<file path="src/dp_alu_defs.vh">
// constants for the double-precision pass, scale and convert alu block
`ifndef DP_ALU_DEFS_VH
`define DP_ALU_DEFS_VH

// apb register byte offsets
`define MODE_CONTROL_OFS     8'h00
`define ARITH_STATUS_OFS     8'h04
`define STICKY_STATUS_OFS    8'h08

// mode control field positions and reset value
`define MODE_TRUNCATE_BIT    0
`define MODE_SATURATE_BIT    1
`define MODE_ROUND_WIDTH_BIT 2
`define MODE_RESET           3'h0

// arithmetic status field positions
`define AST_ZERO_BIT         0
`define AST_OVERFLOW_BIT     1
`define AST_NEGATIVE_BIT     2
`define AST_CARRY_BIT        3
`define AST_SIGN_INPUT_BIT   4
`define AST_INVALID_BIT      5
`define ARITH_RESET          6'h00

// sticky status field positions
`define STK_UNDERFLOW_BIT    0
`define STK_OVERFLOW_BIT     1
`define STK_FIXED_OVF_BIT    2
`define STK_INVALID_BIT      3
`define STICKY_RESET         4'h0

// operation codes
`define OP_PASS              3'h0
`define OP_SCALE             3'h1
`define OP_FIX               3'h2
`define OP_FIX_BY            3'h3
`define OP_TRUNC             3'h4

// latencies in execution cycles
`define LAT_SHORT            3'h2
`define LAT_LONG             3'h4

// double-precision constants
`define EXP_ALL_ONES         11'h7ff
`define EXP_BIAS             34'h0000003ff
`define EXP_MAX_BIASED       34'h0000007fe
`define MANT_FRAC_BITS       34'h000000034
`define INT_MSB_EXP          34'h00000001f
`define LARGEST_NORMAL_MAG   63'h7fefffffffffffff

// integer conversion results
`define INT_POS_SAT          32'h7fffffff
`define INT_NEG_SAT          32'h80000000
`define INT_MINUS_ONE        32'hffffffff
`define ONES_NARROW          40'h00ffffffff
`define ONES_WIDE            40'h0fffffffff

`endif

</file>
<file path="src/dp_float_pass_scale_fix_alu.v">
// double-precision pass, scale and float-to-integer alu with apb status registers
`include "dp_alu_defs.vh"

module dp_float_pass_scale_fix_alu
(
  // clock and reset
  input  wire        clk_i,
  input  wire        reset_i,
  // operation request from the sequencer
  input  wire        op_valid_i,
  input  wire [2:0]  op_code_i,
  input  wire [63:0] src_float_pair_i,
  input  wire [31:0] scale_int_reg_i,
  output reg         op_ready_o,
  // result to the register file
  output reg         result_valid_o,
  output reg         result_is_int_o,
  output reg  [63:0] dest_float_pair_o,
  output reg  [39:0] dest_int_reg_o,
  // status views
  output reg  [5:0]  arith_status_o,
  output reg  [3:0]  sticky_status_o,
  // apb slave
  input  wire        psel_i,
  input  wire        penable_i,
  input  wire        pwrite_i,
  input  wire [7:0]  paddr_i,
  input  wire [31:0] pwdata_i,
  output reg  [31:0] prdata_o,
  output reg         pready_o,
  output reg         pslverr_o
);

  // operation latch, countdown and apb mode register
  reg  [2:0]  op_reg;
  reg  [63:0] src_reg;
  reg  [31:0] scale_reg;
  reg  [2:0]  mode_snap_reg;
  reg  [2:0]  cnt_reg;
  reg  [2:0]  mode_control_reg;

  // apb decode terms, request take and finish
  wire        apb_setup;
  wire        apb_access;
  wire        hit_mode;
  wire        hit_arith;
  wire        hit_sticky;
  wire        take;
  wire        finish;

  // operand fields, denormals already folded to zero
  wire        sgn;
  wire [10:0] exp_f;
  wire [51:0] man_f;
  wire        is_nan;
  wire        is_inf;
  wire        is_zero;
  wire [63:0] flushed;
  wire [33:0] scale_ext;
  wire        trunc_bit;
  wire        sat_bit;
  wire        width_bit;

  // combinational results
  reg  [63:0] flt_res;
  reg  [39:0] int_res;
  reg         res_int;
  reg  [5:0]  ast_next;
  reg  [3:0]  stk_set;

  // scale and conversion working values
  reg  [33:0] biased_new;
  reg  [33:0] unb_exp;
  reg  [33:0] sh;
  reg  [52:0] mant;
  reg  [52:0] mask;
  reg  [52:0] shifted;
  reg  [31:0] ip;
  reg         half;
  reg         below;
  reg         frac_nz;
  reg         inc;
  reg  [32:0] mag;
  reg  [31:0] ival;
  reg         pre_out;
  reg         ovf;
  reg         udf;
  reg         neg_inf_mode;

  assign apb_setup  = psel_i & ~penable_i;
  assign apb_access = psel_i & penable_i & pready_o;
  assign hit_mode   = (paddr_i == `MODE_CONTROL_OFS);
  assign hit_arith  = (paddr_i == `ARITH_STATUS_OFS);
  assign hit_sticky = (paddr_i == `STICKY_STATUS_OFS);
  assign take       = op_valid_i & op_ready_o;
  assign finish     = ~op_ready_o & (cnt_reg == 3'h1);

  // a denormal has a zero biased exponent, so clearing the fraction flushes it
  assign sgn       = src_reg[63];
  assign exp_f     = src_reg[62:52];
  assign man_f     = (exp_f == 11'h000) ? 52'h0 : src_reg[51:0];
  assign is_nan    = (exp_f == `EXP_ALL_ONES) & (src_reg[51:0] != 52'h0);
  assign is_inf    = (exp_f == `EXP_ALL_ONES) & (src_reg[51:0] == 52'h0);
  assign is_zero   = (exp_f == 11'h000);
  assign flushed   = {sgn, exp_f, man_f};
  assign scale_ext = {{2{scale_reg[31]}}, scale_reg};
  assign trunc_bit = mode_snap_reg[`MODE_TRUNCATE_BIT];
  assign sat_bit   = mode_snap_reg[`MODE_SATURATE_BIT];
  assign width_bit = mode_snap_reg[`MODE_ROUND_WIDTH_BIT];

  // operation datapath; mode bits are sampled when the request is taken
  always @*
  begin
    flt_res      = 64'h0;
    int_res      = 40'h0;
    res_int      = 1'b0;
    ast_next     = `ARITH_RESET;
    stk_set      = `STICKY_RESET;
    biased_new   = {23'h0, exp_f} + scale_ext;
    unb_exp      = {23'h0, exp_f} - `EXP_BIAS
                   + ((op_reg == `OP_FIX_BY) ? scale_ext : 34'h0);
    sh           = 34'h0;
    shifted      = 53'h0;
    mant         = {1'b1, man_f};
    mask         = 53'h0;
    ip           = 32'h0;
    half         = 1'b0;
    below        = 1'b0;
    frac_nz      = 1'b0;
    inc          = 1'b0;
    mag          = 33'h0;
    ival         = 32'h0;
    pre_out      = 1'b0;
    ovf          = 1'b0;
    udf          = 1'b0;
    neg_inf_mode = (op_reg != `OP_TRUNC) & trunc_bit;
    case (op_reg)
      `OP_PASS:
      begin
        flt_res = is_nan ? {64{1'b1}} : flushed;
        ast_next[`AST_INVALID_BIT]  = is_nan;
        ast_next[`AST_NEGATIVE_BIT] = sgn & ~is_nan;
        ast_next[`AST_ZERO_BIT]     = is_zero;
        stk_set[`STK_INVALID_BIT]   = is_nan;
      end
      `OP_SCALE:
      begin
        // scaling by a power of two is exact; rounding only shapes overflow
        if (is_nan)
          flt_res = {64{1'b1}};
        else if (is_inf)
          flt_res = flushed;
        else if (is_zero)
          flt_res = flushed;
        else if ($signed(biased_new) > $signed(`EXP_MAX_BIASED))
        begin
          ovf     = 1'b1;
          flt_res = trunc_bit ? {sgn, `LARGEST_NORMAL_MAG}
                              : {sgn, `EXP_ALL_ONES, 52'h0};
        end
        else if ($signed(biased_new) < $signed(34'h1))
        begin
          udf     = 1'b1;
          flt_res = {sgn, 63'h0};
        end
        else
          flt_res = {sgn, biased_new[10:0], man_f};
        ast_next[`AST_INVALID_BIT]  = is_nan;
        ast_next[`AST_NEGATIVE_BIT] = flt_res[63] & ~is_nan;
        ast_next[`AST_OVERFLOW_BIT] = ovf;
        ast_next[`AST_ZERO_BIT]     = (udf | is_zero) & ~is_nan;
        stk_set[`STK_UNDERFLOW_BIT] = udf;
        stk_set[`STK_OVERFLOW_BIT]  = ovf;
        stk_set[`STK_INVALID_BIT]   = is_nan;
      end
      `OP_FIX, `OP_FIX_BY, `OP_TRUNC:
      begin
        res_int = 1'b1;
        // split the magnitude into integer part, half bit and sticky remainder
        if (is_zero)
          mag = 33'h0;
        else if ($signed(unb_exp) >= $signed(`INT_MSB_EXP))
        begin
          // only exactly minus two to the 31 fits at this exponent
          pre_out = ~(sgn & (unb_exp == `INT_MSB_EXP) & (man_f == 52'h0));
          mag     = 33'h080000000;
        end
        else
        begin
          if ($signed(unb_exp) < $signed(34'h3ffffffff))
          begin
            frac_nz = 1'b1;
          end
          else
          begin
            sh      = `MANT_FRAC_BITS - unb_exp;
            mask    = ~({53{1'b1}} << sh);
            // keep one bit below the point so the half bit comes along
            shifted = mant >> (sh - 34'h1);
            ip      = shifted[32:1];
            half    = shifted[0];
            below   = |(mant & (mask >> 1));
            frac_nz = |(mant & mask);
          end
          if (op_reg == `OP_TRUNC)
            inc = 1'b0;
          else if (trunc_bit)
            inc = sgn & frac_nz;
          else
            inc = half & (below | ip[0]);
          mag = {1'b0, ip} + {32'h0, inc};
        end
        udf = ~is_zero & ~is_inf & ~is_nan & unb_exp[33];
        ovf = pre_out | (~sgn & mag[31]) | (sgn & (mag > 33'h080000000));
        ival = sgn ? (~mag[31:0] + 32'h1) : mag[31:0];
        if (udf & ~(sgn & neg_inf_mode))
          ival = 32'h0;
        else if (udf)
          ival = `INT_MINUS_ONE;
        // special values replace the integer result
        if (is_nan)
          int_res = width_bit ? `ONES_NARROW : `ONES_WIDE;
        else if ((is_inf | ovf) & sat_bit)
          int_res = {(sgn ? `INT_NEG_SAT : `INT_POS_SAT), 8'h00};
        else if (is_inf | ovf)
          int_res = width_bit ? `ONES_NARROW : `ONES_WIDE;
        else
          int_res = {ival, 8'h00};
        ast_next[`AST_INVALID_BIT]  = is_nan | (~sat_bit & (is_inf | ovf));
        ast_next[`AST_OVERFLOW_BIT] = ~is_nan & (pre_out | is_inf);
        ast_next[`AST_ZERO_BIT]     = ~is_nan & ~is_inf & ~ovf & (ival == 32'h0);
        ast_next[`AST_NEGATIVE_BIT] = ~is_nan & ~is_inf & ~ovf & ival[31];
        if (~is_nan & (is_inf | ovf) & sat_bit)
          ast_next[`AST_NEGATIVE_BIT] = sgn;
        stk_set[`STK_INVALID_BIT]   = ast_next[`AST_INVALID_BIT];
        stk_set[`STK_OVERFLOW_BIT]  = ast_next[`AST_OVERFLOW_BIT];
        stk_set[`STK_UNDERFLOW_BIT] = udf;
      end
      default:
      begin
        flt_res = flushed;
      end
    endcase
  end

  // request capture and latency countdown; one operation in flight
  always @(posedge clk_i or posedge reset_i)
  begin
    if (reset_i)
    begin
      op_reg        <= `OP_PASS;
      src_reg       <= 64'h0;
      scale_reg     <= 32'h0;
      mode_snap_reg <= `MODE_RESET;
      cnt_reg       <= 3'h0;
      op_ready_o    <= 1'b1;
    end
    else if (take)
    begin
      op_reg        <= op_code_i;
      src_reg       <= src_float_pair_i;
      scale_reg     <= scale_int_reg_i;
      mode_snap_reg <= mode_control_reg;
      op_ready_o    <= 1'b0;
      if ((op_code_i == `OP_PASS) | (op_code_i == `OP_SCALE))
        cnt_reg <= `LAT_SHORT;
      else
        cnt_reg <= `LAT_LONG;
    end
    else if (finish)
    begin
      cnt_reg    <= 3'h0;
      op_ready_o <= 1'b1;
    end
    else if (~op_ready_o)
    begin
      cnt_reg <= cnt_reg - 3'h1;
    end
  end

  // destination write at the end of the last execution cycle
  always @(posedge clk_i or posedge reset_i)
  begin
    if (reset_i)
    begin
      result_valid_o    <= 1'b0;
      result_is_int_o   <= 1'b0;
      dest_float_pair_o <= 64'h0;
      dest_int_reg_o    <= 40'h0;
    end
    else
    begin
      result_valid_o <= finish;
      if (finish)
      begin
        result_is_int_o <= res_int;
        if (res_int)
          dest_int_reg_o <= int_res;
        else
          dest_float_pair_o <= flt_res;
      end
    end
  end

  // status update; this instance serves one element, so its copies stay private
  always @(posedge clk_i or posedge reset_i)
  begin
    if (reset_i)
    begin
      arith_status_o  <= `ARITH_RESET;
      sticky_status_o <= `STICKY_RESET;
    end
    else
    begin
      if (finish)
        arith_status_o <= ast_next;
      // a set arriving with a software clear wins; untouched bits hold
      if (apb_access & pwrite_i & hit_sticky)
        sticky_status_o <= (sticky_status_o & ~pwdata_i[3:0])
                           | (finish ? stk_set : 4'h0);
      else if (finish)
        sticky_status_o <= sticky_status_o | stk_set;
    end
  end

  // apb slave: no wait state; pready and prdata come from flops loaded in the setup phase
  always @(posedge clk_i or posedge reset_i)
  begin
    if (reset_i)
    begin
      mode_control_reg <= `MODE_RESET;
      prdata_o         <= 32'h0;
      pready_o         <= 1'b0;
      pslverr_o        <= 1'b0;
    end
    else
    begin
      pready_o  <= apb_setup;
      pslverr_o <= apb_setup & ~(hit_mode | hit_arith | hit_sticky);
      if (apb_setup & ~pwrite_i)
      begin
        if (hit_mode)
          prdata_o <= {29'h0, mode_control_reg};
        else if (hit_arith)
          prdata_o <= {26'h0, arith_status_o};
        else if (hit_sticky)
          prdata_o <= {28'h0, sticky_status_o};
        else
          prdata_o <= 32'h0;
      end
      else if (apb_setup)
      begin
        prdata_o <= 32'h0;
      end
      if (apb_access & pwrite_i & hit_mode)
        mode_control_reg <= pwdata_i[2:0];
    end
  end

endmodule // dp_float_pass_scale_fix_alu

</file>
<file path="config.mk">
export PLATFORM = sky130hd
export DESIGN_NAME = dp_float_pass_scale_fix_alu
export DESIGN_NICKNAME = d
export VERILOG_FILES = /design/src/dp_float_pass_scale_fix_alu.v
export VERILOG_INCLUDE_DIRS = /design/src
export SDC_FILE = /design/constraint.sdc
export NUM_CORES = 1
export LEC_CHECK = 0
export BUFFER_PORTS_ARGS = -buffer_cell sky130_fd_sc_hd__buf_4
export CORE_MARGIN = 5
export CORE_UTILIZATION = 35
export CTS_BUF_LIST = sky130_fd_sc_hd__clkbuf_16
export DETAILED_ROUTE_END_ITERATION = 6
export GPL_TIMING_DRIVEN = 0
export PLACE_DENSITY_LB_ADDON = 0.25
export SYNTH_ARGS = -nofsm -noshare
export SYNTH_HDL_FRONTEND = slang
export SYNTH_SLANG_ARGS = --single-unit
</file>
<file path="constraint.sdc">
create_clock -name clk_i -period 14.98 [get_ports clk_i]
set_input_delay 2.996 -clock clk_i [delete_from_list [all_inputs] [get_ports clk_i]]
set_output_delay 2.996 -clock clk_i [all_outputs]
set_load 0.01 [all_outputs]
</file>
# After elaboration in Yosys (flattened, before gate mapping)
# Cells that the tools add are included.
# totals
ff_bits	257
input_bits	145
word_cells	206
# classes
add_sub_neg	8
n_lt_le_gt_ge	5
eq_ne	12
n_shift	2
mux	79
bitwise	67
n_reduce_logical	17
# op_table
op	n
$mux W32	11
$mux W63	4
$mux W64	3
$pmux W64 S3	1
$mux W40	4
$reduce_or A53 Y1	2
$logic_not A52 Y1	2
$mux W33	3
$and A53 B52 Y53	1
$and A53 B53 Y53	1
$mux W53	1
$not A53 Y53	1
$shl A53 B34 Y53 const A	1
$shr A53 B34 Y33	1
$mux W52	1
$reduce_bool A52 Y1	1
$and A1 B1 Y1	36
$mux W36	1
$add A34 B34 Y34	1
$eq A34 B5 Y1 const B	1
$ge A34 B6 Y1 const B	1
$lt A34 B1 Y1 const B	1
$mux W1	34
$mux W34	1
other kinds (38)	76

# Longest topological paths before layout
# depth
word_depth	33
depth_mapped	59

# Worst setup path after synthesis
# OpenSTA, ideal clock, no wires.
# synth_path
path_kind	register -> register
start	reg op_reg[0]
end	reg dest_int_reg_o[13]
setup_ns	0.121
arrival_time_ns	12.350
required_ns	14.859
slack_ns	2.509
path_stages_with_launch	55
synth_period_minus_slack_ns	12.471
path_cell_list	dfrtp_1 -> buf_2 -> and3b_1 -> buf_2 -> buf_4 -> clkbuf_1 -> buf_4 -> clkbuf_1 -> clkbuf_1 -> nand2_1 -> fa_1 -> xnor2_1 -> clkbuf_1 -> clkbuf_1 -> clkbuf_1 -> buf_1 -> ha_1 -> a21oi_1 -> [19 not listed] -> ha_1 -> ha_1 -> clkbuf_1 -> and2_0 -> clkbuf_1 -> or4_1 -> mux2_2 -> o211ai_1 -> nand3b_1 -> or2_1 -> buf_2 -> or2_0 -> buf_2 -> o31a_1 -> a211o_4 -> a21o_1 -> buf_6 -> o22a_1
# synth_between
elab_chain_len	33
elab_cells_between_ends	77
# synth_rtl
element	line_no	source
from (decl)	dp_float_pass_scale_fix_alu.v:35	reg [2:0] op_reg;
from (signal assigned)	dp_float_pass_scale_fix_alu.v:251	op_reg <= `OP_PASS;
from (signal assigned)	dp_float_pass_scale_fix_alu.v:260	op_reg <= op_code_i;
branches (longest 33 deep; another with $add A34 B34 Y34)	--	
to (signal assigned)	dp_float_pass_scale_fix_alu.v:298	dest_int_reg_o <= int_res;
to (decl)	dp_float_pass_scale_fix_alu.v:19	output reg [39:0] dest_int_reg_o,
# Parallel ways; which one is timed is not known. The select of a mux whose other input is x is not followed.
# A chain may end at the register's enable or synchronous reset.

# Worst setup path in the final report
# layout_path
start	reg op_reg[0]
end	reg arith_status_o[0]
# layout_between
elab_chain_len	32
elab_cells_between_ends	76
# layout_rtl
element	line_no	source
branches (longest 31 deep; another with $add A34 B34 Y34)	--	
$pmux W1 S3 (*)	dp_float_pass_scale_fix_alu.v:137	case (op_reg)
to (signal assigned)	dp_float_pass_scale_fix_alu.v:310	arith_status_o <= `ARITH_RESET;
to (signal assigned)	dp_float_pass_scale_fix_alu.v:316	arith_status_o <= ast_next;
to (decl)	dp_float_pass_scale_fix_alu.v:21	output reg [5:0] arith_status_o,
# Every way passes the cells marked *. The select of a mux whose other input is x is not followed.

==> flow_summary.yaml <==
die:
  fp.dieW_um: 277
  rows: 98
  dieArea_mm2: 0.0768
  start_util_pct: 35.1
  core_area_mm2: 0.0711
  io_pins: 296
  die_y_um: 277
clock_network:
  cts_buffers: 26
  root_buffer: "clkbuf_16"
  clock_path_buffers: 3
  cts_max_level: 1
  path_clk_slew_ns: 0.06
  tritoncts: "yes"
  ctsHoldBuffers: 0
  clk_latency_ns: 0.61
  cts_sinks: 223
logic_synthesis:
  synth_cell_types: 124
  async_flop_share_pct: 100
  synthCells: 3410
  synth.avg_cell_area_um2: 7.32
  synthesis.area_mm2: 0.0250
  ys_warn_count: 0
  synth-seq-cells: 223
  yosysSeqAreaShare_pct: 22.4
  ys.flop_type: "dfrtp_1"
  synth-edff-count: 0
sta:
  max-slew-margin-rel_pct: 18.2
  max_freq_mhz: 69.7
  worst_pin_slew_ns: 1.22
  finalSetupTns_ns: 0
  final.min_clock_period_ns: 14.34
  fin_crit_sh_pct: 95.7
  skew_ns: 0.0659
  setup_viol: 0
  drv_slew: 0
  hold_viol_final: 0
  rsz0062_at_grt: "no"
drt:
  wire_per_inst_um: 24.8
  viasPerCell: 6.11
  vias: 28568
  wirelength_um: 116000
  drtPass1Iterations: 6
  ant_nets: 0
  route.detailed.drc: 0
  drt-initial-drc-count: 3132
layout:
  finalInstanceArea_mm2: 0.0291
  drive_gt1_share_pct: 16.9
  area_delta_synth_final_pct: 16.7
  utilization_pct: 40.9
  nets: 3899
global_route:
  grt_pass1_vias: 27244
  grt_busiest_layer: "met2"
  met1_usage_pct: 38.5
  overflow: 0
  grt_first_pass_wirelength_um: 174000
  grt_usage_pct: 28.6
  grt_max_degree: 115
  grt_use_met2_pct: 45.7
  antenna_found_initial: 3
  met3_usage_pct: 5.16
run:
  drv_cap: 0
critical_path:
  slowest_delay_ns: 0.66
  worstPathArrival_ns: 14.81
  setup.worst_path.start_class: "register"
  path_max_fanout: 19
  critPathMostFrequentCell: "clkbuf_1"
  required_ns: 15.45
  worstSetupPathType: "register to register"
  cpMaxStageDelayCell: "clkbuf_1"
  endpoint_kind: "register"
placement:
  gp_congestion: 1.04
  dpl-instance-area_mm2: 0.0281
  dpl.hpwl_um: 91200
  port_buffers: 237
worst_hold_path:
  hold_path_class: "register to register"
outcome:
  outcome: "complete, no violations"
## cells in the final DEF (no fill, tap or decap), types with 35 or more instances in the layout
| cell type | n |
|---|---|
| and2_1 | 47 |
| mux2i_1 | 49 |
| buf_4 | 303 |
| a21oi_1 | 255 |
| o211ai_1 | 38 |
| clkbuf_1 | 193 |
| mux2_2 | 119 |
| nor2_1 | 336 |
| dfrtp_1 | 222 |
| and3_1 | 35 |
| inv_1 | 59 |
| a31oi_1 | 72 |
| ha_1 | 43 |
| nand2_1 | 442 |
| o21ai_0 | 284 |
| xor2_1 | 42 |
| nor3_1 | 88 |
| nand3_1 | 142 |
| xnor2_1 | 86 |
| nand4_1 | 68 |
| nor4_1 | 59 |
## per-layer routing
layer,vias up,part of all wire (%),routed length (µm)
li1,13070,-,-
met1,13763,42,48700
met2,1424,45,52100
met3,309,8.0,9300
met4,2,5.2,5990
met5,-,0.0086,10
## cell families after synthesis
kind of cell	after synthesis	synth area share (%)
simple gates	1424	27.8
compound gates	1008	25.8
buf+inv	378	6.91
flops	223	22.4
mux	196	9.86
xor+xnor	134	4.90
fa+ha+maj	46	2.36
other cells	1	0.0150
## what timing repair did
item | 4_1_cts | 5_1_grt
setup endpoints to repair | 37 | 37
resized for setup | 21 | 27
pin swaps | 1 | 4
setup buffers | 2 | 8
## per-stage QoR
stage                     instances  hold WS, ns  setup slack (ns)
after floorplan                3438        0.467              2.51
after global placement         4625        0.463             -4.03
after detailed placement       4627        0.471             -4.00
after CTS                      4673        0.486           0.00345
after global routing           4677        0.511            0.0134
final                          4678        0.484             0.639
## critical path, delay by kind of cell, from the launching register on
kind | cells | cell delay, ns
buf+inv | 16 | 4.77
fa+ha+maj | 4 | 1.12
xor+xnor | 1 | 0.29
flops | 1 | 0.31
compound gates | 10 | 2.27
simple gates | 20 | 4.85
mux | 2 | 0.54
## synth_stat cells (56+ instances only)
cell | instances | area share, %
nor4_1 | 64 | 1.6
buf_4 | 58 | 1.7
a21oi_1 | 257 | 5.2
nor2_1 | 338 | 5.1
inv_1 | 56 | 0.84
xnor2_1 | 88 | 3.1
o21ai_0 | 285 | 5.7
nand2_1 | 444 | 6.7
nor3_1 | 91 | 1.8
clkbuf_1 | 207 | 3.1
dfrtp_1 | 222 | 22
mux2_2 | 119 | 5.4
nand4_1 | 68 | 1.7
a31oi_1 | 73 | 1.8
nand3_1 | 142 | 2.8
## worst paths after layout
path / depth (start not counted) / startpoint / slack [ns] / endpoint
setup / recovery: 53 / op_reg[0] / 0.64 / arith_status_o[0]
hold / removal: 1 / dest_int_reg_o[36] / 0.48 / dest_int_reg_o[36]
setup reg to reg: 53 / op_reg[0] / 0.64 / arith_status_o[0]
hold reg to reg: 1 / dest_int_reg_o[36] / 0.48 / dest_int_reg_o[36]
max in group asynchronous: 3 / reset_i / 11.32 / dest_int_reg_o[23]
min in group asynchronous: 2 / reset_i / 2.53 / dest_float_pair_o[23]
## cell type report
class,count,area [µm²]
fill,7581,42000
multi-input combinational,2837,17900
sequential,223,5580
timing repair buffer,249,1910
buffer,312,1500
tap,950,1190
clock buffer,26,651
inverter,60,233
clock inverter,20,114
antenna,1,2.50
Power is not shown: default switching activity piles up to over one toggle a cycle in this logic, so the estimate is an artifact.
